===== config.mk =====
export PLATFORM = sky130hd
export DESIGN_NAME = microvector_dispatch
export DESIGN_NICKNAME = d
export VERILOG_FILES = /design/src/shared/dispatch_pkg.sv /design/src/shared/utrap_if.sv /design/src/logic/microvector_dispatch.sv /design/src/logic/microtrap_unit.sv
export VERILOG_INCLUDE_DIRS = /design/src /design/src/shared
export SDC_FILE = /design/constraint.sdc
export NUM_CORES = 1
export LEC_CHECK = 0
export BUFFER_PORTS_ARGS = -buffer_cell sky130_fd_sc_hd__buf_2
export CAP_MARGIN = 20
export CORE_UTILIZATION = 35
export DETAILED_ROUTE_END_ITERATION = 8
export HOLD_SLACK_MARGIN = 0.08
export SLEW_MARGIN = 20
export SYNTH_ARGS = -nofsm -noshare
export SYNTH_HDL_FRONTEND = slang
export SYNTH_SLANG_ARGS = --single-unit

===== constraint.sdc =====
create_clock -name aclk -period 3.99 [get_ports aclk]
set_input_delay 0.399 -clock aclk [delete_from_list [all_inputs] [get_ports aclk]]
set_output_delay 0.399 -clock aclk [all_outputs]
set_load 0.02 [all_outputs]

===== src/shared/dispatch_map.svh =====
// Offsets, field positions and codes of the dispatch address block
`ifndef DISPATCH_MAP_SVH
`define DISPATCH_MAP_SVH
// ----------------------------------------
// Register map
// ----------------------------------------
`define REG_CTRL 4'h0
`define REG_STAT 4'h4
`define CTRL_RESET 6'h00
`define CTRL_PRIO_MSB 4
`define CTRL_PARITY_BIT 5
`define RESP_OKAY 2'h0
`define RESP_DECERR 2'h3
// ----------------------------------------
// Category bits 5:4
// ----------------------------------------
`define CAT_NONE 2'h0
`define CAT_TRAP 2'h1
`define CAT_UTRAP 2'h2
`define CAT_INT 2'h3
// ----------------------------------------
// Trap and interrupt low codes
// ----------------------------------------
`define VEC_CONSOLE 3'h1
`define TRAP_NONE 3'h0
`define TRAP_ARITH 3'h1
`define TRAP_ACCEL 3'h2
`define TRAP_TIMER 3'h4
`define TRAP_TRACE 3'h5
`define TRAP_HALT 3'h6
// ----------------------------------------
// Microtrap codes and condition slots
// ----------------------------------------
`define UT_CSPAR 4'h0
`define UT_RD_UNAL 4'h1
`define UT_SRC_MISS 4'h2
`define UT_SRC_VIOL 4'h3
`define UT_WU_UNAL 4'h4
`define UT_WR_UNAL 4'h5
`define UT_WU_CROSS 4'h6
`define UT_WR_CROSS 4'h7
`define UT_MACHK 4'h8
`define UT_BR_MISS 4'h9
`define UT_RD_MISS 4'ha
`define UT_WR_MISS 4'hb
`define UT_ACCEL_RSVD 4'hc
`define UT_BR_VIOL 4'hd
`define UT_RD_VIOL 4'he
`define UT_WR_VIOL 4'hf
`define UT_RD_MISS_IDX 9
`endif


===== src/shared/dispatch_pkg.sv =====
// Types of the dispatch address block
package dispatch_pkg;
  typedef enum logic [1:0] {
    ST_IDLE = 2'b00,
    ST_DELAY = 2'b01,
    ST_SERVE = 2'b11
  } arbiter_state_t;
  typedef logic [3:0] utrap_code_t;
endpackage


===== src/shared/utrap_if.sv =====
// Carrier between the arbiter and the microtrap unit
`timescale 1ns/1ps
`default_nettype none
interface utrap_if #(parameter int NCOND = 22);
  logic [NCOND-1:0] cond;
  dispatch_pkg::utrap_code_t code;
  logic req_n;
  modport unit (input cond, output code, output req_n);
  modport core (output cond, input code, input req_n);
endinterface
`default_nettype wire


===== src/logic/microvector_dispatch.sv =====
// Dispatch address former: arbiter, interrupt vector, category bits
//
// What this block does
// - Interrupt low vector bits stay undriven until the dispatch strobe.
// - A console interrupt drives low vector bits to 001.
// - Strobe, enable, no inhibit, no init set category bits 5 and 4.
// - Category: interrupt 11, trap 01, microtrap 10.
// - Under the strobe the microtrap driver on bit 3 is off; bit 3 high.
// - With enable high, sources are ORed; console interrupt gives 39.
// - Trap: arbiter gives bits 2:0, sequencer bits 5:3; address 1n.
// - Five trap inputs, each with its own fixed low code.
// - Arithmetic trap asserts strobe and dispatches to 11.
// - During a trap vector enable stays low, strobe asserted.
// - Read without translation hit under parity enable raises a microtrap.
// - Microtrap vector lines update on the clock edge.
// - A microtrap request raises enable and leaves the strobe inactive.
// - Read translation miss gives code 1010, address 2A.
// - Twenty-two microtrap conditions ranked; parity first, code 0000.
// - Error group conditions share code 1000; buffer codes as listed.
// - Write miss, violations, crossings, unaligned cases have fixed codes.
// - Interrupt addresses lie in 38 to 3F.
// - Interrupt pending only when request level exceeds held level.
// - Pending interrupt served one cycle after the decode dispatch point.
//
// The placing of the registers and register access over AXI4-Lite were left to the implementer.
`timescale 1ns/1ps
`include "dispatch_map.svh"
`default_nettype none
module microvector_dispatch #(
  parameter int NCOND = 22,
  parameter int LVLW = 5
) (
  // Clock and reset
  input wire logic aclk,
  input wire logic aresetn,
  // AXI4-Lite write
  input wire logic [3:0] s_axi_awaddr,
  input wire logic s_axi_awvalid,
  output logic s_axi_awready,
  input wire logic [31:0] s_axi_wdata,
  input wire logic [3:0] s_axi_wstrb,
  input wire logic s_axi_wvalid,
  output logic s_axi_wready,
  output logic [1:0] s_axi_bresp,
  output logic s_axi_bvalid,
  input wire logic s_axi_bready,
  // AXI4-Lite read
  input wire logic [3:0] s_axi_araddr,
  input wire logic s_axi_arvalid,
  output logic s_axi_arready,
  output logic [31:0] s_axi_rdata,
  output logic [1:0] s_axi_rresp,
  output logic s_axi_rvalid,
  input wire logic s_axi_rready,
  // Interrupt request
  input wire logic int_req_valid,
  input wire logic [2:0] int_req_type,
  input wire logic [LVLW-1:0] int_req_level,
  input wire logic decode_dispatch_point,
  // Trap requests
  input wire logic arithmetic_trap_n,
  input wire logic accel_overflow_trap,
  input wire logic timer_service,
  input wire logic trace_pending,
  input wire logic console_halt_n,
  // Microtrap conditions
  input wire logic [NCOND-1:0] utrap_cond,
  input wire logic micro_read,
  input wire logic translation_hit_1,
  input wire logic translation_hit_0,
  // Sequencer controls
  input wire logic microaddr_inhibit_n,
  input wire logic sequencer_init_n,
  // Dispatch outputs
  output logic service_dispatch_n,
  output logic vector_enable,
  output logic microtrap_request_n,
  output logic [5:0] store_addr,
  output logic [2:0] int_vector,
  output logic int_vector_oe,
  output logic vector_b3,
  output logic vector_b3_oe
);
  // ----------------------------------------
  // Registers
  // ----------------------------------------
  logic [5:0] ctrl_q;
  logic [LVLW-1:0] prio_q;
  logic translation_parity_enable;
  logic aw_q, w_q;
  logic [3:0] awaddr_q;
  logic [31:0] wdata_q;
  logic [3:0] wstrb_q;

  assign prio_q = ctrl_q[`CTRL_PRIO_MSB:0];
  assign translation_parity_enable = ctrl_q[`CTRL_PARITY_BIT];

  always_ff @(posedge aclk) begin
    if (!aresetn) begin
      aw_q <= 1'b0;
      awaddr_q <= 4'h0;
      s_axi_awready <= 1'b0;
    end else begin
      s_axi_awready <= !aw_q && !s_axi_awready && !s_axi_bvalid;
      if (s_axi_awvalid && s_axi_awready) begin
        aw_q <= 1'b1;
        awaddr_q <= s_axi_awaddr;
      end else if (aw_q && w_q) begin
        aw_q <= 1'b0;
      end
    end
  end

  always_ff @(posedge aclk) begin
    if (!aresetn) begin
      w_q <= 1'b0;
      wdata_q <= 32'h0000_0000;
      wstrb_q <= 4'h0;
      s_axi_wready <= 1'b0;
    end else begin
      s_axi_wready <= !w_q && !s_axi_wready && !s_axi_bvalid;
      if (s_axi_wvalid && s_axi_wready) begin
        w_q <= 1'b1;
        wdata_q <= s_axi_wdata;
        wstrb_q <= s_axi_wstrb;
      end else if (aw_q && w_q) begin
        w_q <= 1'b0;
      end
    end
  end

  always_ff @(posedge aclk) begin
    if (!aresetn) begin
      ctrl_q <= `CTRL_RESET;
      s_axi_bvalid <= 1'b0;
      s_axi_bresp <= `RESP_OKAY;
    end else begin
      if (aw_q && w_q) begin
        s_axi_bvalid <= 1'b1;
        if (awaddr_q == `REG_CTRL) begin
          s_axi_bresp <= `RESP_OKAY;
          if (wstrb_q[0]) begin
            ctrl_q <= wdata_q[5:0];
          end
        end else if (awaddr_q == `REG_STAT) begin
          s_axi_bresp <= `RESP_OKAY;
        end else begin
          s_axi_bresp <= `RESP_DECERR;
        end
      end else if (s_axi_bready) begin
        s_axi_bvalid <= 1'b0;
      end
    end
  end

  // ----------------------------------------
  // Arbiter state
  // ----------------------------------------
  dispatch_pkg::arbiter_state_t state_q;
  logic int_pending;
  logic trap_any;
  logic [2:0] trap_code;
  logic [2:0] int_vec_q, trap_q;
  dispatch_pkg::utrap_code_t ucode_q;
  logic [5:0] last_addr_q;
  utrap_if #(.NCOND(NCOND)) u ();

  assign int_pending = int_req_valid && (int_req_level > prio_q);

  always_comb begin
    trap_code = `TRAP_NONE;
    if (!console_halt_n) begin
      trap_code = `TRAP_HALT;
    end
    if (trace_pending) begin
      trap_code = `TRAP_TRACE;
    end
    if (timer_service) begin
      trap_code = `TRAP_TIMER;
    end
    if (accel_overflow_trap) begin
      trap_code = `TRAP_ACCEL;
    end
    if (!arithmetic_trap_n) begin
      trap_code = `TRAP_ARITH;
    end
  end
  assign trap_any = trap_code != `TRAP_NONE;

  always_comb begin
    u.cond = utrap_cond;
    u.cond[`UT_RD_MISS_IDX] = utrap_cond[`UT_RD_MISS_IDX] || (micro_read &&
      translation_parity_enable && !translation_hit_1 && !translation_hit_0);
  end

  microtrap_unit #(.NCOND(NCOND)) utrap_i (
    .aclk(aclk),
    .aresetn(aresetn),
    .u(u)
  );
  assign microtrap_request_n = u.req_n;

  always_ff @(posedge aclk) begin
    if (!aresetn) begin
      state_q <= dispatch_pkg::ST_IDLE;
      service_dispatch_n <= 1'b1;
      vector_enable <= 1'b0;
      int_vec_q <= 3'h0;
      trap_q <= `TRAP_NONE;
      ucode_q <= `UT_CSPAR;
    end else begin
      service_dispatch_n <= 1'b1;
      vector_enable <= 1'b0;
      trap_q <= `TRAP_NONE;
      case (state_q)
        dispatch_pkg::ST_IDLE: begin
          if (decode_dispatch_point) begin
            state_q <= dispatch_pkg::ST_DELAY;
          end
        end
        dispatch_pkg::ST_DELAY: begin
          state_q <= dispatch_pkg::ST_IDLE;
          if (int_pending && u.req_n) begin
            state_q <= dispatch_pkg::ST_SERVE;
          end
        end
        dispatch_pkg::ST_SERVE: begin
          state_q <= dispatch_pkg::ST_IDLE;
        end
        default: begin
          state_q <= dispatch_pkg::ST_IDLE;
        end
      endcase
      if (!u.req_n) begin
        vector_enable <= 1'b1;
        ucode_q <= u.code;
      end else if (state_q == dispatch_pkg::ST_DELAY && int_pending) begin
        service_dispatch_n <= 1'b0;
        vector_enable <= 1'b1;
        int_vec_q <= int_req_type;
      end else if (trap_any) begin
        service_dispatch_n <= 1'b0;
        trap_q <= trap_code;
      end
    end
  end

  // ----------------------------------------
  // Vector drivers and address merge
  // ----------------------------------------
  logic is_int, is_trap, is_utrap, seq_ok;
  logic [1:0] cat;
  logic [5:0] addr_d;

  assign is_int = !service_dispatch_n && vector_enable;
  assign is_trap = !service_dispatch_n && !vector_enable;
  assign is_utrap = service_dispatch_n && vector_enable;
  assign seq_ok = microaddr_inhibit_n && sequencer_init_n;

  always_comb begin
    cat = `CAT_NONE;
    if (seq_ok && is_int) begin
      cat = `CAT_INT;
    end else if (seq_ok && is_trap) begin
      cat = `CAT_TRAP;
    end else if (seq_ok && is_utrap) begin
      cat = `CAT_UTRAP;
    end
  end

  always_comb begin
    addr_d = {cat, 4'h0};
    if (vector_enable) begin
      addr_d[2:0] = addr_d[2:0] | (is_int ? int_vec_q : 3'h0);
      addr_d[3] = is_int;
      if (is_utrap) begin
        addr_d[3:0] = addr_d[3:0] | ucode_q;
      end
    end
    addr_d[2:0] = addr_d[2:0] | trap_q;
  end

  always_ff @(posedge aclk) begin
    if (!aresetn) begin
      int_vector <= 3'h0;
      int_vector_oe <= 1'b0;
      vector_b3 <= 1'b0;
      vector_b3_oe <= 1'b0;
    end else begin
      int_vector <= int_req_type;
      int_vector_oe <= state_q == dispatch_pkg::ST_DELAY && int_pending && u.req_n;
      vector_b3 <= !u.req_n ? u.code[3] : 1'b1;
      vector_b3_oe <= !u.req_n;
    end
  end

  always_ff @(posedge aclk) begin
    if (!aresetn) begin
      store_addr <= 6'h00;
      last_addr_q <= 6'h00;
    end else begin
      store_addr <= addr_d;
      if (cat != `CAT_NONE) begin
        last_addr_q <= addr_d;
      end
    end
  end

  // ----------------------------------------
  // Register read
  // ----------------------------------------
  always_ff @(posedge aclk) begin
    if (!aresetn) begin
      s_axi_arready <= 1'b0;
      s_axi_rvalid <= 1'b0;
      s_axi_rdata <= 32'h0000_0000;
      s_axi_rresp <= `RESP_OKAY;
    end else begin
      s_axi_arready <= !s_axi_arready && !s_axi_rvalid;
      if (s_axi_arvalid && s_axi_arready) begin
        s_axi_rvalid <= 1'b1;
        s_axi_rresp <= `RESP_OKAY;
        s_axi_rdata <= 32'h0000_0000;
        if (s_axi_araddr == `REG_CTRL) begin
          s_axi_rdata <= {26'h0, ctrl_q};
        end else if (s_axi_araddr == `REG_STAT) begin
          s_axi_rdata <= {24'h0, !u.req_n, int_pending, last_addr_q};
        end else begin
          s_axi_rresp <= `RESP_DECERR;
        end
      end else if (s_axi_rready) begin
        s_axi_rvalid <= 1'b0;
      end
    end
  end
endmodule // microvector_dispatch
`default_nettype wire


===== src/logic/microtrap_unit.sv =====
// Microtrap priority encoder with registered code and request
`timescale 1ns/1ps
`include "dispatch_map.svh"
`default_nettype none
module microtrap_unit #(parameter int NCOND = 22) (
  // Clock and reset
  input wire logic aclk,
  input wire logic aresetn,
  // Condition and code carrier
  utrap_if.unit u
);
  function automatic dispatch_pkg::utrap_code_t slot_code(input int i);
    case (i)
      0: slot_code = `UT_CSPAR;
      1: slot_code = `UT_ACCEL_RSVD;
      6: slot_code = `UT_SRC_MISS;
      7: slot_code = `UT_SRC_VIOL;
      9: slot_code = `UT_RD_MISS;
      10: slot_code = `UT_WR_MISS;
      11: slot_code = `UT_RD_VIOL;
      12: slot_code = `UT_WR_VIOL;
      13: slot_code = `UT_WR_CROSS;
      14: slot_code = `UT_WU_CROSS;
      15: slot_code = `UT_RD_UNAL;
      16: slot_code = `UT_WR_UNAL;
      17: slot_code = `UT_WU_UNAL;
      20: slot_code = `UT_BR_MISS;
      21: slot_code = `UT_BR_VIOL;
      default: slot_code = `UT_MACHK;
    endcase
  endfunction

  dispatch_pkg::utrap_code_t code_d;
  always_comb begin
    code_d = `UT_CSPAR;
    for (int i = NCOND - 1; i >= 0; i--) begin
      if (u.cond[i]) begin
        code_d = slot_code(i);
      end
    end
  end

  always_ff @(posedge aclk) begin
    if (!aresetn) begin
      u.code <= `UT_CSPAR;
      u.req_n <= 1'b1;
    end else begin
      u.code <= code_d;
      u.req_n <= ~|u.cond;
    end
  end
endmodule // microtrap_unit
`default_nettype wire


==> results.md, run 1 <==
* Clock skew at 5.24 ps
* Yosys top cell by area: dfxtp_1
* Minimum clock period at 2010 ps
* Die Span Y at 95.7 um
* Clock-pin slew on the worst setup and hold paths at roughly 70 ps
* CTS tree: done
* Logic pwr share at 11.8%
* Critical path launch point type: flop
* Slew Limit Fails at 0
* Mapped Avg Cell Area at 8.80 sq um
* Vias in the first global route at 2285
* Synthesized cell area at slightly above 3000 sq um
* Final number of hold-violating endpoints at 0
* Post-place setup slack at 1870 ps
* Area of the core at 8340 sq um
* Worst min-delay path endpoint: utrap_i.u.code[0]
* Max-Cap Viols at 0
* Drt total wl at 6500 um
* Post-route ant nets at 0
* Postcts setup bufs at 0
* Tot GR Track Use at 14.9%
* Layout Nets at 535
* CTS-repair resized insts at 0
* Die width at approximately 96 um
* Synth top area share at around 46%
* Worst Path Required at 4220 ps
* Post-DP Area at ~3500 sq um
* Leakage at 1.62 nW
* Post-route clock period utilization at 50.3%
* Post-synthesis sequential area ratio at a little under half
* CTS Buf Count at 9
* Clock sink count at 71
* Final setup margin at 1980 ps
* Synthesized flop and latch total at 71
* Root buffer cell: clkbuf_8
* # IOs at 149
* Final Power at 0.00138 W
* Iteration-0 DRC Markers at 107
* Cts hold-fix bufs at 0
* Commonest cells after routing, fill and taps aside: buf_2, dfxtp_1, nor2_1
* Initial core utilization at approximately 37%
* Power Dens Cells at 378 nW/um^2
* Worst EP arrival at 2240 ps
* Global placement routability congestion at 0.745
* GRT overflow at 0
* Port bufs at 95
* DP HPWL at 4940 um
* Gate Count Post-Synth at 349
* Fmax at 0.499 GHz
* ANT cells at 0
* Pin count of the biggest net entering global routing at 51
* Setup crit end kind: flop
* Register-to-Register Path Depth at 7
* Critical path class: reg2reg
* Synth cell types at 45
* Post-DR vias/cell at approximately 4.7
* YS warnings at 0
* Worst Hold Launch: utrap_cond[6]
* R2R Path End: trap_q[2]
* First-pass GRT wire length at 10200 um
* Worst-skew pair later-pin latency at approximately 340 ps
* Clk pwr share at 33.8%
* Area growth syn-to-layout at 18.8%
* Row cnt at 33
* Layout fillers at 881
* Reg2reg start: ctrl_q[3]
* Peak supply drop at 0.150 mV
* Share of cells above drive strength 1 at around 27%
* Drt pass-1 iters at 4
* Final Setup Violations at 0
* RSZ-0062 raised after global routing: false
* Worst min path class: in2reg
* Most common cell after layout, fill and taps aside: buf_2
* Design Area, Final at around 3600 sq um
* Register share of total power at between 50% and 60%
* CTS Buffer Depth at 2
* DRC violations left at 0
* Area contributors post-synth: dfxtp_1, buf_4, a21oi_1
* WL per Instance at approximately 12 um
* FF+latch area at 1420 sq um
* Antenna violations before repair at 0
* Setup TNS at 0 ps
* Status: finished, final reports clean
* Multi-input gate area at around 1400 sq um
* Non-Filler Instances at 547
* CTS H-Tree Depth at 3
* Hold Path Depth at 2
* Die Footprint at 9150 sq um
* Net Sw Frac at 26.7%
* Via count at 2560
* FF-to-FF setup slack at 1980 ps
* Critical Path Fanout Max at 4
* Placed Cells at 531
* Sw power at 0.000368 W
* Slew Limit Headroom at 42.1%
* Internal power at 0.00101 W
* Worst Tran Pin Value at 867 ps
## synthesized netlist by cell type, drive strengths merged
cell      n
a32oi     1
a41oi     1
a221oi    1
nor3     22
buf      31
or3       2
o211ai    1
a21oi    38
inv      14
mux2      3
nand2    27
conb      1
a211oi    2
o21a      2
nand2b   10
nand3    17
o21ai     5
and4bb    2
nor2     49
or2       1
mux2i    18
a21o      1
and3      1
and2b     1
nand4     2
nor4      5
clkbuf   10
a2111oi   2
a21boi    1
o311ai    1
dfxtp    71
o41ai     1
ha        5
## power groups by stage
stage          sequential [W]  clock, W  combinational, W
6_report             0.000750  0.000466          0.000163
5_1_grt              0.000754  0.000514          0.000182
4_1_cts              0.000750  0.000489          0.000165
3_5_place_dp         0.000767         0          0.000164
3_3_place_gp         0.000766         0          0.000162
2_1_floorplan        0.000772         0          0.000114
## state kept, by name, indices dropped and copies added (netlist names), 2 cells and up
name	flops
s_axi_rdata	8
ctrl_q	6
last_addr_q	6
store_addr	6
wdata_q	6
awaddr_q	4
ucode_q	4
utrap_i.u.code	4
int_vec_q	3
int_vector	3
trap_q	3
state_q	2
## per-layer routing
layer	up-vias	GRT usage (%)	share of wire (%)
met4	0	4.60	0.94
met2	96	23.4	45
li1	1318	-	-
met5	-	0	0
met1	1139	18.1	46
met3	7	6.94	8.6
## per-stage QoR
stage / util (%) / hold WS, ps
after floorplan: - / 406
after global placement: 41.9 / 409
after detailed placement: 41.9 / 424
after CTS: 43.7 / 228
after global routing: 43.7 / 230
final: 43.7 / 249
## worst max-delay path: stages (launching register included)
cell	delay [ps]
dfxtp_1	370
inv_1	60
ha_1	310
a21oi_2	150
a21boi_2	90
o311ai_4	380
nand3_2	170
a2111oi_4	370
## worst max-delay path by stage
stage,slack (ps),depth (start not counted),end,startpoint
CTS,1950,7,trap_q[2],ctrl_q[3]
detailed placement,1870,7,trap_q[2],int_req_level[3]
global route,1850,7,trap_q[2],ctrl_q[3]
global placement,1940,7,trap_q[2],int_req_level[3]
finish,1980,7,trap_q[2],ctrl_q[3]
floorplan,2220,6,trap_q[2],int_req_level[3]
## cell families (layout without fill, tap and decap cells)
group | count (synthesis) | count (layout) | synth area share [%]
other cells | 1 | 24 | 0.122
flops | 71 | 71 | 46.3
compound gates | 57 | 57 | 12.6
mux | 21 | 21 | 6.97
simple gates | 139 | 139 | 21.5
buf+inv | 55 | 125 | 10.6
fa+ha+maj | 5 | 5 | 2.04
## cell type report
cell class                      count  area share [%]
Sequential cell                    71            39.0
Multi-Input combinational cell    246            38.7
Timing Repair Buffer               95            13.0
Clock buffer                       11            3.60
Tap cell                          105            3.60
Inverter                           14            1.44
Clock inverter                      5           0.686
(Power assumes the default switching activity.)
==> inputs of run 2 (changes only) <==
--- a/config.mk
+++ b/config.mk
@@ -11,6 +11,7 @@
 export CORE_UTILIZATION = 35
 export DETAILED_ROUTE_END_ITERATION = 8
 export HOLD_SLACK_MARGIN = 0.08
+export PLACE_DENSITY = 0.66
 export SLEW_MARGIN = 20
 export SYNTH_ARGS = -nofsm -noshare
 export SYNTH_HDL_FRONTEND = slang
==> constraint.sdc (replaced) <==
create_clock -name aclk -period 1.6 [get_ports aclk]
set_input_delay 0.16 -clock aclk [delete_from_list [all_inputs] [get_ports aclk]]
set_output_delay 0.16 -clock aclk [all_outputs]
set_load 0.02 [all_outputs]
==> results.md, run 2 (same netlist as run 1, synthesis figures left out) <==
* CTS H-Tree Depth at 3 (unchanged)
* Global placement routability congestion at 0.770 (+3.4%)
* Post-route ant nets at 0 (unchanged)
* Drt total wl at 6970 um (+7.3%)
* Initial core utilization at 36.8% (unchanged)
* Share of cells above drive strength 1 at 31.1% (+3.7 points)
* DP HPWL at 5040 um (+2.0%)
* Final number of hold-violating endpoints at 0 (unchanged)
* Root buffer cell: clkbuf_8
* Post-route clock period utilization at 106% (+55 points)
* Critical path class: reg2reg
* Die Footprint at 9150 sq um (unchanged)
* Area growth syn-to-layout at 33.1%
* Non-Filler Instances at 581 (+6.2%)
* Final Power at 0.00358 W (+160%)
* Setup TNS at -486 ps (-486 ps)
* Status: finished, violations left
* Die Span Y at 95.7 um (unchanged)
* Vias in the first global route at 2362 (+3.4%)
* Pin count of the biggest net entering global routing at 36 (-29%)
* GR peak layer: met2
* CP bufs+invs at 2 (+1)
* Final Setup Violations at 7 (+7)
* CTS tree: done
* Clock skew at 5.25 ps (+0.00880 ps)
* Tot GR Track Use at 15.8% (+0.89 points)
* M3 GR Usage at 4.94% (-2.0 points)
* Routing usage on met2 at 25.3% (+1.9 points)
* Hold_ws at 95.9 ps (-153 ps)
* Die width at 95.7 um (unchanged)
* Reg with most FFs: s_axi_rdata
* Worst min path class: in2reg
* Worst-skew pair later-pin latency at 340 ps (about the same)
* Placed Cells at 539 (+1.5%)
* Clock sink count at 71 (unchanged)
* Internal power at 0.00266 W (+160%)
* Peak supply drop at 0.341 mV (+130%)
* Sw power at 0.000920 W (+150%)
* Drt pass-1 iters at 6 (+2)
* Row cnt at 33 (unchanged)
* WL per Instance at 12.0 um (+1.0%)
* Met1 Usage GRT at 19.5% (+1.3 points)
* Layout Nets at 571 (+6.7%)
* Antenna violations before repair at 0 (unchanged)
* Power Dens Cells at 877 nW/um^2 (+130%)
* Family with the most delay on the worst path: compound AO/OA/AOI/OAI gates
* First-pass GRT wire length at 10800 um (+5.7%)
* Net Sw Frac at 25.7% (-1.0 points)
* Max reg flops at 8 (unchanged)
* Leakage at 1.80 nW (+11%)
* Minimum clock period at 1690 ps (-316 ps)
* Slew Limit Headroom at 65.0% (+23 points)
* Commonest cells after routing, fill and taps aside: buf_2, dfxtp_1, nor2_1
* Crit-path cells: inv_2 > ha_4 > nand4_1 > o21a_2 > o311ai_4 > buf_6 > nand3_4 > a2111oi_4
* Critical path launch point type: flop
* Slowest stage delay, CP at 330 ps (-50 ps)
* Max-Cap Viols at 0 (unchanged)
* Crit-path slowest cell: dfxtp_2
* Setup crit end kind: flop
* ANT cells at 0 (unchanged)
* Slew Limit Fails at 0 (unchanged)
* Worst Path Required at 1840 ps (-2380 ps)
* Final setup margin at -90.0 ps (-2070 ps)
* Critical Path Fanout Max at 3 (-1)
* # IOs at 149 (unchanged)
* Via count at 2709 (+5.8%)
* Worst EP arrival at 1930 ps (-310 ps)
* Logic pwr share at 13.9% (+2.1 points)
* Area of the core at 8340 sq um (unchanged)
* Register share of total power at 52.0% (-2.4 points)
* CTS Buffer Depth at 2 (unchanged)
* Fmax at 0.592 GHz (+19%)
* Post-DR vias/cell at 4.66 (-0.37%)
* DRC violations left at 0 (unchanged)
* RSZ-0062 raised after global routing: true
* Port bufs at 95 (unchanged)
* Iteration-0 DRC Markers at 64 (-40%)
* Most common cell after layout, fill and taps aside: buf_2
* Clk pwr share at 34.1% (+0.3 points)
* GRT overflow at 0 (unchanged)
* Failing checks: setup timing
* Clock-pin slew on the worst setup and hold paths at 70 ps (about the same)
* Worst Tran Pin Value at 524 ps (-343 ps)
* CTS Buf Count at 9 (unchanged)
-- run 2: path summary, 6_finish.rpt --
check	startpoint	to	slack, ps	cells after the start
hold reg to reg	state_q[1]	state_q[0]	430	1
hold / removal	s_axi_bready	s_axi_bvalid	100	3
setup reg to reg	ctrl_q[3]	trap_q[2]	-90	8
setup / recovery	ctrl_q[3]	trap_q[2]	-90	8
-- run 2: stage by stage --
step	instance area, sq um	util (%)	setup WS, ps
2_1_floorplan	3170	-	-31.1
3_3_place_gp	3580	42.9	-102
3_5_place_dp	3580	42.9	-133
4_1_cts	4020	48.1	-101
5_1_grt	4090	49.0	-167
6_report	4090	49.0	-90.0
-- run 2: tightest hold or removal path: stages --
cell and delay [ps]:
buf_2 70, nand2b_1 90, a21oi_1 60
-- run 2: power by group through the flow --
stage	sequential (W)	clock, W	combinational [W]
2_1_floorplan	0.00192	0	0.000285
3_3_place_gp	0.00190	0	0.000423
3_5_place_dp	0.00190	0	0.000428
4_1_cts	0.00186	0.00127	0.000480
5_1_grt	0.00187	0.00136	0.000545
6_report	0.00186	0.00122	0.000496
-- run 2: cell type report --
type / count / area (sq um)
clock buffer: 13 / 159
clock inverter: 1 / 5.00
fill: 828 / 4250
inverter: 14 / 52.6
multi-input combinational: 246 / 1490
sequential: 71 / 1430
tap: 105 / 131
timing repair buffer: 131 / 820
-- run 2: timing repair --
action	CTS	global route
hold buffers	22	1
buffers inserted	2	3
pin swaps	6	5
hold endpoints to repair	20	1
setup endpoints to repair	9	12
resized for setup	5	8
-- run 2: per-layer routing --
metal	vias to the layer above	wire length, um
met5	-	0
met2	98	3120
met3	11	504
met4	0	122
li1	1392	-
met1	1208	3230
